## config.mk

```make
export PLATFORM = sky130hd
export DESIGN_NAME = cffi_top
export DESIGN_NICKNAME = d
export VERILOG_FILES = /design/src/hdl/cffi_top.v /design/src/hdl/cffi_sync.v /design/src/hdl/cffi_pulse.v
export VERILOG_INCLUDE_DIRS = /design/src /design/src/hdl
export SDC_FILE = /design/constraint.sdc
export NUM_CORES = 1
export LEC_CHECK = 0
export ABC_AREA = 1
export BUFFER_PORTS_ARGS = -buffer_cell sky130_fd_sc_hd__buf_4
export CORE_MARGIN = 2
export CORE_UTILIZATION = 47
export CTS_BUF_LIST = sky130_fd_sc_hd__clkbuf_16
export DETAILED_ROUTE_END_ITERATION = 12
export MAX_ROUTING_LAYER = met4
export PLACE_DENSITY_LB_ADDON = 0.12
export SETUP_SLACK_MARGIN = 0.4
export SLEW_MARGIN = 40
export SYNTH_ARGS = -nofsm -noshare
export SYNTH_HDL_FRONTEND = slang
export SYNTH_HIERARCHICAL = 1
export SYNTH_SLANG_ARGS = --single-unit
```

## constraint.sdc

```tcl
create_clock -name hclk -period 2.58 [get_ports hclk]
set_input_delay 0.387 -clock hclk [delete_from_list [all_inputs] [get_ports hclk]]
set_output_delay 0.387 -clock hclk [all_outputs]
set_load 0.005 [all_outputs]
```

## src/hdl/cffi_regs.vh

```
// How it works
// - conversion done sets flag, interrupts, nothing else
// - timer expiry flags, blocks charge until toggle
// - indicator only pulls low or floats
// - source 00: low while supply valid
// - source 01: mirrors pushbutton input level
// - source 1x: follows indicator drive bit
// - TS warm, hot or open fault emits fixed alert pulse; die overtemp sets no flag and emits none
// - fault flags latched until host reads
`ifndef CFFI_REGS_VH
`define CFFI_REGS_VH

// register byte offsets
`define CFFI_OFS_FLAGS      12'h000
`define CFFI_OFS_STATUS     12'h004
`define CFFI_OFS_CTRL       12'h008
`define CFFI_OFS_TMR_LIMIT  12'h00c

// flag register bit positions
`define CFFI_FLG_ADC_READY  0
`define CFFI_FLG_COMP1      1
`define CFFI_FLG_COMP2      2
`define CFFI_FLG_COMP3      3
`define CFFI_FLG_TS_WARM    4
`define CFFI_FLG_TS_HOT     5
`define CFFI_FLG_TS_OPEN    6
`define CFFI_FLG_TMR_EXP    7
`define CFFI_FLG_LDO_OCP    8
`define CFFI_FLG_W          9

// control register fields
`define CFFI_CTRL_SEL_LSB   0
`define CFFI_CTRL_SEL_MSB   1
`define CFFI_CTRL_DRIVE     2
`define CFFI_CTRL_RST       3'h0

// indicator source codes
`define CFFI_SEL_SUPPLY     2'h0
`define CFFI_SEL_BUTTON     2'h1

// safety timer limit reset, in microseconds
`define CFFI_TMR_LIMIT_RST  32'h0000_2710

// timing
`define CFFI_CLK_PERIOD_NS  20
`define CFFI_US_NS          1000
`define CFFI_US_CYCLES      (`CFFI_US_NS / `CFFI_CLK_PERIOD_NS)
`define CFFI_ALERT_US       128

// synchronised input positions
`define CFFI_IN_UVLO_OK     0
`define CFFI_IN_SLP_OK      1
`define CFFI_IN_OVP_OK      2
`define CFFI_IN_BUTTON      3
`define CFFI_IN_CHG_EN      4
`define CFFI_IN_TS_WARM     5
`define CFFI_IN_TS_HOT      6
`define CFFI_IN_TS_OPEN     7
`define CFFI_IN_DIE_OT      8
`define CFFI_IN_LDO_OCP     9
`define CFFI_IN_W           10

`endif

```

## src/hdl/cffi_top.v

```verilog
// Local design decisions: the placing of the registers and the AHB-Lite register port.
`timescale 1ns/1ps
`default_nettype none
`include "cffi_regs.vh"

module cffi_top (
  input  wire        hclk,
  input  wire        hresetn,
  // ahb-lite slave
  input  wire        hsel,
  input  wire [11:0] haddr,
  input  wire [1:0]  htrans,
  input  wire        hwrite,
  input  wire [2:0]  hsize,
  input  wire [31:0] hwdata,
  input  wire        hready,
  output reg  [31:0] hrdata,
  output wire        hreadyout,
  output wire        hresp,
  // analog comparator levels
  input  wire        vin_uvlo_ok,
  input  wire        vin_slp_ok,
  input  wire        vin_ovp_ok,
  input  wire        ts_warm_in,
  input  wire        ts_hot_in,
  input  wire        ts_open_in,
  input  wire        die_overtemp_shutdown,
  input  wire        ldo_ocp_in,
  // pins
  input  wire        pushbutton_input,
  input  wire        charge_enable_pin,
  // same-clock event pulses
  input  wire        adc_done,
  input  wire [2:0]  comp_alarm,
  // outputs
  output wire        input_good_indicator_out,
  output reg         input_good_indicator_oe,
  output wire        host_alert,
  output reg         charge_allow,
  output reg         timer_running
);

  // functions
  function [31:0] pad_flags;
    input [`CFFI_FLG_W-1:0] f;
    begin
      pad_flags = {{(32-`CFFI_FLG_W){1'b0}}, f};
    end
  endfunction

  function sel_hit;
    input [11:0] a;
    input [11:0] ofs;
    begin
      sel_hit = (a[11:2] == ofs[11:2]);
    end
  endfunction

  localparam integer US_CYC = `CFFI_US_CYCLES;
  localparam [5:0] US_LAST = US_CYC[5:0] - 6'h01;

  // input synchronisers
  wire [`CFFI_IN_W-1:0] raw_in;
  wire [`CFFI_IN_W-1:0] syn;

  assign raw_in[`CFFI_IN_UVLO_OK] = vin_uvlo_ok;
  assign raw_in[`CFFI_IN_SLP_OK]  = vin_slp_ok;
  assign raw_in[`CFFI_IN_OVP_OK]  = vin_ovp_ok;
  assign raw_in[`CFFI_IN_BUTTON]  = pushbutton_input;
  assign raw_in[`CFFI_IN_CHG_EN]  = charge_enable_pin;
  assign raw_in[`CFFI_IN_TS_WARM] = ts_warm_in;
  assign raw_in[`CFFI_IN_TS_HOT]  = ts_hot_in;
  assign raw_in[`CFFI_IN_TS_OPEN] = ts_open_in;
  assign raw_in[`CFFI_IN_DIE_OT]  = die_overtemp_shutdown;
  assign raw_in[`CFFI_IN_LDO_OCP] = ldo_ocp_in;

  cffi_sync #(
    .W (`CFFI_IN_W)
  ) u_sync (
    .clk   (hclk),
    .rst_n (hresetn),
    .d     (raw_in),
    .q     (syn)
  );

  wire supply_valid = syn[`CFFI_IN_UVLO_OK] & syn[`CFFI_IN_SLP_OK]
                    & syn[`CFFI_IN_OVP_OK];
  wire chg_en       = syn[`CFFI_IN_CHG_EN];
  wire ts_pause     = syn[`CFFI_IN_TS_HOT] | syn[`CFFI_IN_TS_OPEN];
  wire die_ot       = syn[`CFFI_IN_DIE_OT];

  // delayed copies for edge detection
  reg [`CFFI_IN_W-1:0] syn_d_r;
  reg                  valid_d_r;

  always @(posedge hclk or negedge hresetn) begin
    if (!hresetn) begin
      syn_d_r   <= {`CFFI_IN_W{1'b0}};
      valid_d_r <= 1'b0;
    end else begin
      syn_d_r   <= syn;
      valid_d_r <= supply_valid;
    end
  end

  wire [`CFFI_IN_W-1:0] syn_rise = syn & ~syn_d_r;
  wire supply_toggle = supply_valid ^ valid_d_r;
  wire chg_en_toggle = chg_en ^ syn_d_r[`CFFI_IN_CHG_EN];

  // microsecond tick
  reg [5:0] us_cnt_r;
  reg       us_tick_r;

  always @(posedge hclk or negedge hresetn) begin
    if (!hresetn) begin
      us_cnt_r  <= 6'h00;
      us_tick_r <= 1'b0;
    end else if (us_cnt_r == US_LAST) begin
      us_cnt_r  <= 6'h00;
      us_tick_r <= 1'b1;
    end else begin
      us_cnt_r  <= us_cnt_r + 6'h01;
      us_tick_r <= 1'b0;
    end
  end

  // ahb-lite slave, zero wait states
  reg        wr_pend_r;
  reg [11:0] wr_addr_r;

  reg [2:0]  ctrl_r;
  reg [31:0] tmr_limit_r;

  wire acc    = hsel & hready & htrans[1];
  wire rd_acc = acc & ~hwrite;
  wire wr_acc = acc & hwrite;

  assign hreadyout = 1'b1;
  assign hresp     = 1'b0;

  always @(posedge hclk or negedge hresetn) begin
    if (!hresetn) begin
      wr_pend_r <= 1'b0;
      wr_addr_r <= 12'h000;
    end else begin
      wr_pend_r <= wr_acc;
      if (wr_acc) begin
        wr_addr_r <= haddr;
      end
    end
  end

  wire wr_ctrl  = wr_pend_r & sel_hit(wr_addr_r, `CFFI_OFS_CTRL);
  wire wr_limit = wr_pend_r & sel_hit(wr_addr_r, `CFFI_OFS_TMR_LIMIT);

  always @(posedge hclk or negedge hresetn) begin
    if (!hresetn) begin
      ctrl_r      <= `CFFI_CTRL_RST;
      tmr_limit_r <= `CFFI_TMR_LIMIT_RST;
    end else begin
      if (wr_ctrl) begin
        ctrl_r <= hwdata[2:0];
      end
      if (wr_limit) begin
        tmr_limit_r <= hwdata;
      end
    end
  end

  // flags
  reg  [`CFFI_FLG_W-1:0] flags_r;
  reg  [`CFFI_FLG_W-1:0] flags_nxt;
  reg  [`CFFI_FLG_W-1:0] set_ev;
  wire                   tmr_expire;

  wire rd_flags = rd_acc & sel_hit(haddr, `CFFI_OFS_FLAGS);

  always @* begin
    set_ev = {`CFFI_FLG_W{1'b0}};
    set_ev[`CFFI_FLG_ADC_READY] = adc_done;
    set_ev[`CFFI_FLG_COMP1]     = comp_alarm[0];
    set_ev[`CFFI_FLG_COMP2]     = comp_alarm[1];
    set_ev[`CFFI_FLG_COMP3]     = comp_alarm[2];
    set_ev[`CFFI_FLG_TS_WARM]   = syn_rise[`CFFI_IN_TS_WARM];
    set_ev[`CFFI_FLG_TS_HOT]    = syn_rise[`CFFI_IN_TS_HOT];
    set_ev[`CFFI_FLG_TS_OPEN]   = syn_rise[`CFFI_IN_TS_OPEN];
    set_ev[`CFFI_FLG_TMR_EXP]   = tmr_expire;
    set_ev[`CFFI_FLG_LDO_OCP]   = syn_rise[`CFFI_IN_LDO_OCP];
  end

  // cleared only by read, set wins
  always @* begin
    flags_nxt = flags_r;
    if (rd_flags) begin
      flags_nxt = {`CFFI_FLG_W{1'b0}};
    end
    flags_nxt = flags_nxt | set_ev;
  end

  always @(posedge hclk or negedge hresetn) begin
    if (!hresetn) begin
      flags_r <= {`CFFI_FLG_W{1'b0}};
    end else begin
      flags_r <= flags_nxt;
    end
  end

  // alert pulse on any flag rising edge
  reg alert_trig_r;

  always @(posedge hclk or negedge hresetn) begin
    if (!hresetn) begin
      alert_trig_r <= 1'b0;
    end else begin
      alert_trig_r <= |(flags_nxt & ~flags_r);
    end
  end

  cffi_pulse u_alert (
    .clk   (hclk),
    .rst_n (hresetn),
    .trig  (alert_trig_r),
    .tick  (us_tick_r),
    .pulse (host_alert)
  );

  // charge safety timer
  reg        block_r;
  reg [31:0] tmr_cnt_r;

  wire exp_flag = flags_r[`CFFI_FLG_TMR_EXP];
  wire chg_req  = supply_valid & chg_en & ~die_ot;
  wire charging = chg_req & ~block_r & ~ts_pause;
  wire tmr_hit  = (tmr_cnt_r >= tmr_limit_r);

  assign tmr_expire = charging & us_tick_r & tmr_hit & ~exp_flag;

  // block until supply or enable toggles
  always @(posedge hclk or negedge hresetn) begin
    if (!hresetn) begin
      block_r <= 1'b0;
    end else if (tmr_expire) begin
      block_r <= 1'b1;
    end else if (supply_toggle | chg_en_toggle) begin
      block_r <= 1'b0;
    end
  end

  always @(posedge hclk or negedge hresetn) begin
    if (!hresetn) begin
      tmr_cnt_r <= 32'h0000_0000;
    end else if (exp_flag | block_r | ~chg_req) begin
      tmr_cnt_r <= 32'h0000_0000;
    end else if (charging & us_tick_r & ~tmr_hit) begin
      tmr_cnt_r <= tmr_cnt_r + 32'h0000_0001;
    end
  end

  always @(posedge hclk or negedge hresetn) begin
    if (!hresetn) begin
      charge_allow  <= 1'b0;
      timer_running <= 1'b0;
    end else begin
      charge_allow  <= charging & ~tmr_expire;
      timer_running <= charging & ~exp_flag;
    end
  end

  // open-drain indicator
  reg ind_oe_nxt;

  always @* begin
    case (ctrl_r[`CFFI_CTRL_SEL_MSB:`CFFI_CTRL_SEL_LSB])
      `CFFI_SEL_SUPPLY: ind_oe_nxt = supply_valid;
      `CFFI_SEL_BUTTON: ind_oe_nxt = ~syn[`CFFI_IN_BUTTON];
      default:          ind_oe_nxt = ~ctrl_r[`CFFI_CTRL_DRIVE];
    endcase
  end

  assign input_good_indicator_out = 1'b0;

  always @(posedge hclk or negedge hresetn) begin
    if (!hresetn) begin
      input_good_indicator_oe <= 1'b0;
    end else begin
      input_good_indicator_oe <= ind_oe_nxt;
    end
  end

  // read data, registered in the address phase
  reg [31:0] rd_nxt;
  wire [31:0] status_w;

  assign status_w = {19'h00000, input_good_indicator_oe, exp_flag, block_r,
                     timer_running, charge_allow, supply_valid, syn[9:5],
                     syn[`CFFI_IN_CHG_EN], syn[`CFFI_IN_BUTTON]};

  always @* begin
    rd_nxt = 32'h0000_0000;
    if (sel_hit(haddr, `CFFI_OFS_FLAGS)) begin
      rd_nxt = pad_flags(flags_r);
    end else if (sel_hit(haddr, `CFFI_OFS_STATUS)) begin
      rd_nxt = status_w;
    end else if (sel_hit(haddr, `CFFI_OFS_CTRL)) begin
      rd_nxt = {29'h0000_0000, ctrl_r};
    end else if (sel_hit(haddr, `CFFI_OFS_TMR_LIMIT)) begin
      rd_nxt = tmr_limit_r;
    end
  end

  always @(posedge hclk or negedge hresetn) begin
    if (!hresetn) begin
      hrdata <= 32'h0000_0000;
    end else if (rd_acc) begin
      hrdata <= rd_nxt;
    end
  end

endmodule // cffi_top

`default_nettype wire

```

## src/hdl/cffi_sync.v

```verilog
`timescale 1ns/1ps
`default_nettype none

module cffi_sync #(
  parameter W = 1
) (
  input  wire         clk,
  input  wire         rst_n,
  input  wire [W-1:0] d,
  output wire [W-1:0] q
);

  reg [W-1:0] meta_r;
  reg [W-1:0] sync_r;

  always @(posedge clk or negedge rst_n) begin
    if (!rst_n) begin
      meta_r <= {W{1'b0}};
      sync_r <= {W{1'b0}};
    end else begin
      meta_r <= d;
      sync_r <= meta_r;
    end
  end

  assign q = sync_r;

endmodule // cffi_sync

`default_nettype wire

```

## src/hdl/cffi_pulse.v

```verilog
`timescale 1ns/1ps
`default_nettype none
`include "cffi_regs.vh"

module cffi_pulse (
  input  wire clk,
  input  wire rst_n,
  input  wire trig,
  input  wire tick,
  output reg  pulse
);

  localparam integer LEN_I = `CFFI_ALERT_US;
  localparam [7:0]   LEN   = LEN_I[7:0];

  reg [7:0] cnt_r;

  // retrigger restarts the full length
  always @(posedge clk or negedge rst_n) begin
    if (!rst_n) begin
      cnt_r <= 8'h00;
      pulse <= 1'b0;
    end else if (trig) begin
      cnt_r <= 8'h00;
      pulse <= 1'b1;
    end else if (pulse && tick) begin
      if (cnt_r == LEN - 8'h01) begin
        pulse <= 1'b0;
        cnt_r <= 8'h00;
      end else begin
        cnt_r <= cnt_r + 8'h01;
      end
    end
  end

endmodule // cffi_pulse

`default_nettype wire

```

Word level (Yosys, flattened, before mapping)

Cells that the tools add are included.

Bits in registers: 173
Output and inout bits: 39
Logic and storage cells: 99

Add/sub/neg operators: 3
$lt $le $gt $ge: 1
Equal/unequal tests: 8
Muxes and demuxes: 18
Bitwise gates (word level): 40
Reduce and logical (&&, ||, !) cells: 9

Operator list:

| cell                                            | count |
|---|---|
| two-way mux 32 bit                              | 6 |
| == test 10 x 2 -> 1 bit (second input constant) | 4 |
| adder 32 x 1 -> 32 bit (second input constant)  | 1 |
| greater-or-equal comparator 32 bit              | 1 |
| two-way mux 8 bit                               | 3 |
| AND 1 bit                                       | 19 |
| AND 10 bit                                      | 1 |
| == test 10 x 1 -> 1 bit (second input constant) | 1 |
| zero test 10 bit                                | 1 |
| inverter 1 bit                                  | 10 |
| inverter 10 bit                                 | 1 |
| AND 9 bit                                       | 1 |
| two-way mux 9 bit                               | 1 |
| inverter 9 bit                                  | 1 |
| OR 9 bit                                        | 1 |
| OR reduction 9 bit                              | 1 |
| adder 8 x 1 -> 8 bit (second input constant)    | 1 |
| == test 8 x 7 -> 1 bit (second input constant)  | 1 |
| nonzero test 2 bit                              | 4 |
| adder 6 x 1 -> 6 bit (second input constant)    | 1 |
| == test 6 bit (second input constant)           | 1 |
| two-way mux 1 bit                               | 6 |
| two-way mux 6 bit                               | 1 |
| OR 1 bit                                        | 4 |
| other kinds (6)                                 | 7 |

Longest topological paths before layout

Depth after elaboration: 12
Depth in mapped cells: 18

Hierarchy

Netlist, hierarchy kept.

By module, submodules not included:

| module     | times used | cells each | area each (um2) | seq. area each (um2) |
|---|---|---|---|---|
| cffi_top   | 1          | 826        | 7240.7          | 3434.5 |
| cffi_sync  | 1          | 20         | 500.5           | 500.5 |
| cffi_pulse | 1          | 60         | 494.2           | 225.2 |

Worst setup path after synthesis

Ideal clock, no wire load.

Path kind: reg2reg
Start: register tmr_limit_r[10]
End: register tmr_cnt_r[26]
Data arrival time: 1.879 ns
Required time: 2.446 ns
Path slack: 0.567 ns
Cell stages (with the launch flop): 18
Cells stage by stage: dfstp_2 inv_1 ha_1 nand2_1 inv_1 nand2_1 nand2_1 nand2_1 nand2_1 nor2_1 nand2_1 nand2_1 nand3_4 nand2_4 inv_4 buf_6 nand2_1 o31ai_2

Word-level cells in the longest chain between the ends: 4

RTL lines:

| item                                | line           | RTL |
|---|---|---|
| start, declared                     | cffi_top.v:132 | `reg [31:0] tmr_limit_r;` |
| start signal, assigned              | cffi_top.v:159 | `` tmr_limit_r <= `CFFI_TMR_LIMIT_RST; `` |
| start signal, assigned              | cffi_top.v:165 | `tmr_limit_r <= hwdata;` |
| greater-or-equal comparator 32 bit  | cffi_top.v:234 | `wire tmr_hit = (tmr_cnt_r >= tmr_limit_r);` |
| inverter 1 bit                      | cffi_top.v:254 | `end else if (charging & us_tick_r & ~tmr_hit) begin` |
| AND 1 bit                           | cffi_top.v:254 |  |
| nonzero test 2 bit (no source line) | -              |  |
| end signal, assigned                | cffi_top.v:255 | `tmr_cnt_r <= tmr_cnt_r + 32'h0000_0001;` |
| end, declared                       | cffi_top.v:229 | `reg [31:0] tmr_cnt_r;` |

Every way passes these cells.
A chain may end at the register's enable or synchronous reset.

Final worst setup path

Start: register tmr_limit_r[10]
End: register tmr_cnt_r[24]

Same word-level chain as after synthesis.

==> results.toml <==
[pwr]
power_leakage_nw = 4.92
power-per-cell-area_nw_per_um2 = 571
vdd_drop_max_mv = 0.491

[yosys]
post_synth_edffs = 0
synth.lib_cells_used.distinct = 55
dominantRegCellSynth = "sky130_fd_sc_hd__dfrtp_1"
yosys_register_bits = 166
synth_area_um2 = 8240
post_synthesis_instance_total = 906
yosys_warnings = 6
synth.avg_cell_area_um2 = 9.09
yosysSeqAreaShare_pct = 50.5
synth_async_sr_flop_share_pct = 100

[clock_tree]
tritoncts_clock_tree = "built"
cts_sinks = 166
clock-root-buffer = "sky130_fd_sc_hd__clkbuf_16"
htreeDepth = 4
insertion_delay_to_the_later_sink_of_the_worst_skew_pair_ns = 0.42
cts-buffers-inserted = 17
cts_buffer_depth = 2
clk_pin_slew_ns = 0.06

[setup_path]
r2r-start = "tmr_limit_r[10]$_DFFE_PN1P_"
critical_path.max_fanout = 6
path_class = "register to register"
crit_arrival_ns = 2.51
cp.required_ns = 2.89
critical_path.startpoint_type = "register"
cp-end-kind = "register"
startpoint = "tmr_limit_r[10]$_DFFE_PN1P_"

[sta]
finalSetupTns_ns = 0
timing_worst_slew_pin_value_ns = 0.634
fin_worst_hold_slack_ns = 0.0670
setup_viol = 0
fin_crit_sh_pct = 85.3
minimum_clock_period_after_layout_ns = 2.20
grt_setup_unrepaired = "yes"
clock_skew_ns = 0.00975
timing.fmax_ghz = 0.455
slew_violations = 0
final_critical_path_setup_slack_ns = 0.380
relSlewSlack_pct = 57.6
hold_violations = 0

[routing]
drt-total-wl_um = 19600
post_drt_via_cell_ratio = 5.09
route.detailed.drc = 0
via_count = 6449
post_route_antenna_net_violation_count = 0
avgRoutedWirePerCell_um = 15.5
first_pass_iters = 5
number_of_drc_markers_after_the_initial_detailed_route_iteration = 377

[cells_and_area]
final_net_count = 1134
postLayoutCellArea_um2 = 10100
layout_cell_share_with_drive_strength_beyond_1_pct = 23.6
area_delta_synth_final_pct = 23.2
final_util_pct = 58.9
antenna_cells_inserted = 0

[placement]
detailed_placement_hpwl_um = 14300
dpl_cell_area_um2 = 9230
dp_worst_setup_slack_ns = 0.239
gp_congestion = 0.899
io_buffers = 97

[floorplan]
ioPinCount = 107
chipHeight_um = 136
core_region_area_um2 = 17200
design.die.area_um2 = 18600
placement_rows = 48
fp.dieW_um = 136
initial_core_util_pct = 47.8

[grt]
wire_length_of_the_first_global_routing_pass_um = 31200
grt.overflow.total = 0
largest_net_degree_at_the_start_of_global_routing = 58
grt_pass1_vias = 6068
initial_antenna_violation_count = 0
global_route.usage.total_pct = 22.6

[status]
status = "complete, no violations"

[min_path]
min_from = "ts_open_in"
hold_class = "primary input to register"

[job]
max-cap-violations = 0
timing repair:
action | 4_1_cts | 5_1_grt
pin swaps | 0 | 12
hold endpoints to repair | 25 | 0
buffers inserted | 4 | 7
endpoints found under the setup margin | 29 | 34
hold buffers | 1 | 0
gates cloned | 1 | 1
gates resized for setup | 5 | 42
cells in the mapped netlist (all sizes together) (2+ instances only):
cell type / count / area [µm²]
mux2: 29 / 327
o211ai: 2 / 15.0
a21o: 2 / 15.0
or2: 3 / 18.8
nor3: 23 / 136
clkinv: 2 / 7.51
o31ai: 13 / 103
xor2: 17 / 149
buf: 15 / 126
o21a: 2 / 15.0
a21oi: 34 / 181
clkbuf: 4 / 15.0
a22o: 2 / 17.5
o21bai: 5 / 45.0
nor4: 3 / 31.3
o22ai: 6 / 37.5
nand4: 22 / 153
xnor2: 6 / 52.6
dfstp: 5 / 131
conb: 2 / 7.51
nor2: 68 / 280
nand3: 31 / 188
o21ai: 69 / 357
inv: 117 / 442
ha: 36 / 450
nand2: 220 / 843
dfrtp: 161 / 4030
cells by family (layout without fill, tap and decap cells):
| group | Yosys count | in the layout | synth area share, % |
|---|---|---|---|
| AOI/OAI and AO/OA | 139 | 139 | 9.98 |
| xor gates and xnor gates | 23 | 23 | 2.45 |
| adders and majority gates | 36 | 36 | 5.47 |
| buffers and inverters | 138 | 273 | 7.17 |
| DFF | 166 | 166 | 50.5 |
| muxes | 29 | 29 | 3.97 |
| other | 2 | 3 | 0.0912 |
| and+or+nand+nor | 373 | 374 | 20.4 |
placed cells by master, fill, tap and decap left out, drive strengths merged, types with 2 or more instances in the layout:
cell | Yosys | final
a22o | 2 | 2
o21bai | 5 | 5
nor3 | 23 | 23
xor2 | 17 | 17
xnor2 | 6 | 6
dfstp | 5 | 5
a21oi | 34 | 34
o211ai | 2 | 2
nand4 | 22 | 22
conb | 2 | 3
buf | 15 | 120
nor4 | 3 | 3
ha | 36 | 36
or2 | 3 | 3
o21ai | 69 | 69
mux2 | 29 | 29
o21a | 2 | 2
nor2 | 68 | 68
nand3 | 31 | 32
o22ai | 6 | 6
bufinv | 0 | 4
clkinv | 2 | 6
clkbuf | 4 | 18
nand2 | 220 | 220
a21o | 2 | 2
inv | 117 | 121
dfrtp | 161 | 161
clkinvlp | 0 | 3
o31ai | 13 | 13
state kept, by name, summed over array words and instances (netlist names), 3 cells and up:
register / cells
tmr_limit_r: 32
tmr_cnt_r: 32
u_sync/q: 10
hrdata: 32
ctrl_r: 3
syn_d_r: 5
wr_addr_r: 10
flags_r: 9
u_alert/cnt_r: 8
u_sync/meta_r: 10
us_cnt_r: 6
power by group:
| part | internal, mW | switching, mW | total (mW) |
|---|---|---|---|
| Combinational | 0.180 | 0.190 | 0.370 |
| Clock | 1.61 | 1.02 | 2.63 |
| Sequential | 2.72 | 0.0722 | 2.79 |
| Total | 4.51 | 1.29 | 5.79 |
cell type report:
type | count | area, µm²
Fill cell | 1498 | 7090
Sequential cell | 166 | 4170
Multi-Input combinational cell | 604 | 3650
Timing Repair Buffer | 122 | 983
Inverter | 119 | 457
Clock buffer | 17 | 425
Tap cell | 225 | 282
Clock inverter | 15 | 185
through the flow:
step / cells / power [mW]
detailed placement: 1222 / 3.21
floorplan: 907 / 2.98
global placement: 1222 / 3.20
global route: 1268 / 6.03
CTS: 1260 / 5.85
finish: 1268 / 5.79
path summary, 6_finish.rpt:
path | end | slack, ns | depth (start not counted)
worst max-delay path | tmr_cnt_r[24]$_DFFE_PN0P_ | 0.38 | 17
worst min-delay path | u_sync/meta_r[7]$_DFF_PN0_ | 0.07 | 1
worst max register to register | tmr_cnt_r[24]$_DFFE_PN0P_ | 0.38 | 17
worst min register to register | u_sync/q[0]$_DFF_PN0_ | 0.35 | 0
max in group asynchronous | tmr_cnt_r[23]$_DFFE_PN0P_ | 1.37 | 3
min in group asynchronous | wr_addr_r[5]$_DFFE_PN0P_ | 0.39 | 2
critical path: stages, from the launching register on:
cell and delay [ns]:
sky130_fd_sc_hd__dfstp_2 0.54, sky130_fd_sc_hd__inv_2 0.05, sky130_fd_sc_hd__ha_4 0.23, sky130_fd_sc_hd__nand2_2 0.06
sky130_fd_sc_hd__inv_2 0.03, sky130_fd_sc_hd__nand2_1 0.06, sky130_fd_sc_hd__nand2_1 0.05, sky130_fd_sc_hd__nand2_1 0.05
sky130_fd_sc_hd__nand2_1 0.04, sky130_fd_sc_hd__nor2_1 0.09, sky130_fd_sc_hd__nand2_1 0.11, sky130_fd_sc_hd__nand2_4 0.12
sky130_fd_sc_hd__nand3_4 0.21, sky130_fd_sc_hd__buf_8 0.22, sky130_fd_sc_hd__nor2_4 0.06, sky130_fd_sc_hd__nand2_1 0.05
sky130_fd_sc_hd__nand2_1 0.06, sky130_fd_sc_hd__nor2_1 0.05
layer usage:
layer,track usage (%),up-vias,wire length (µm)
met5,-,-,0
met4,5.27,0,217
met3,4.62,20,868
met2,33.7,155,9040
met1,31.9,3060,9490
li1,-,3214,-
(Power assumes the default switching activity.)
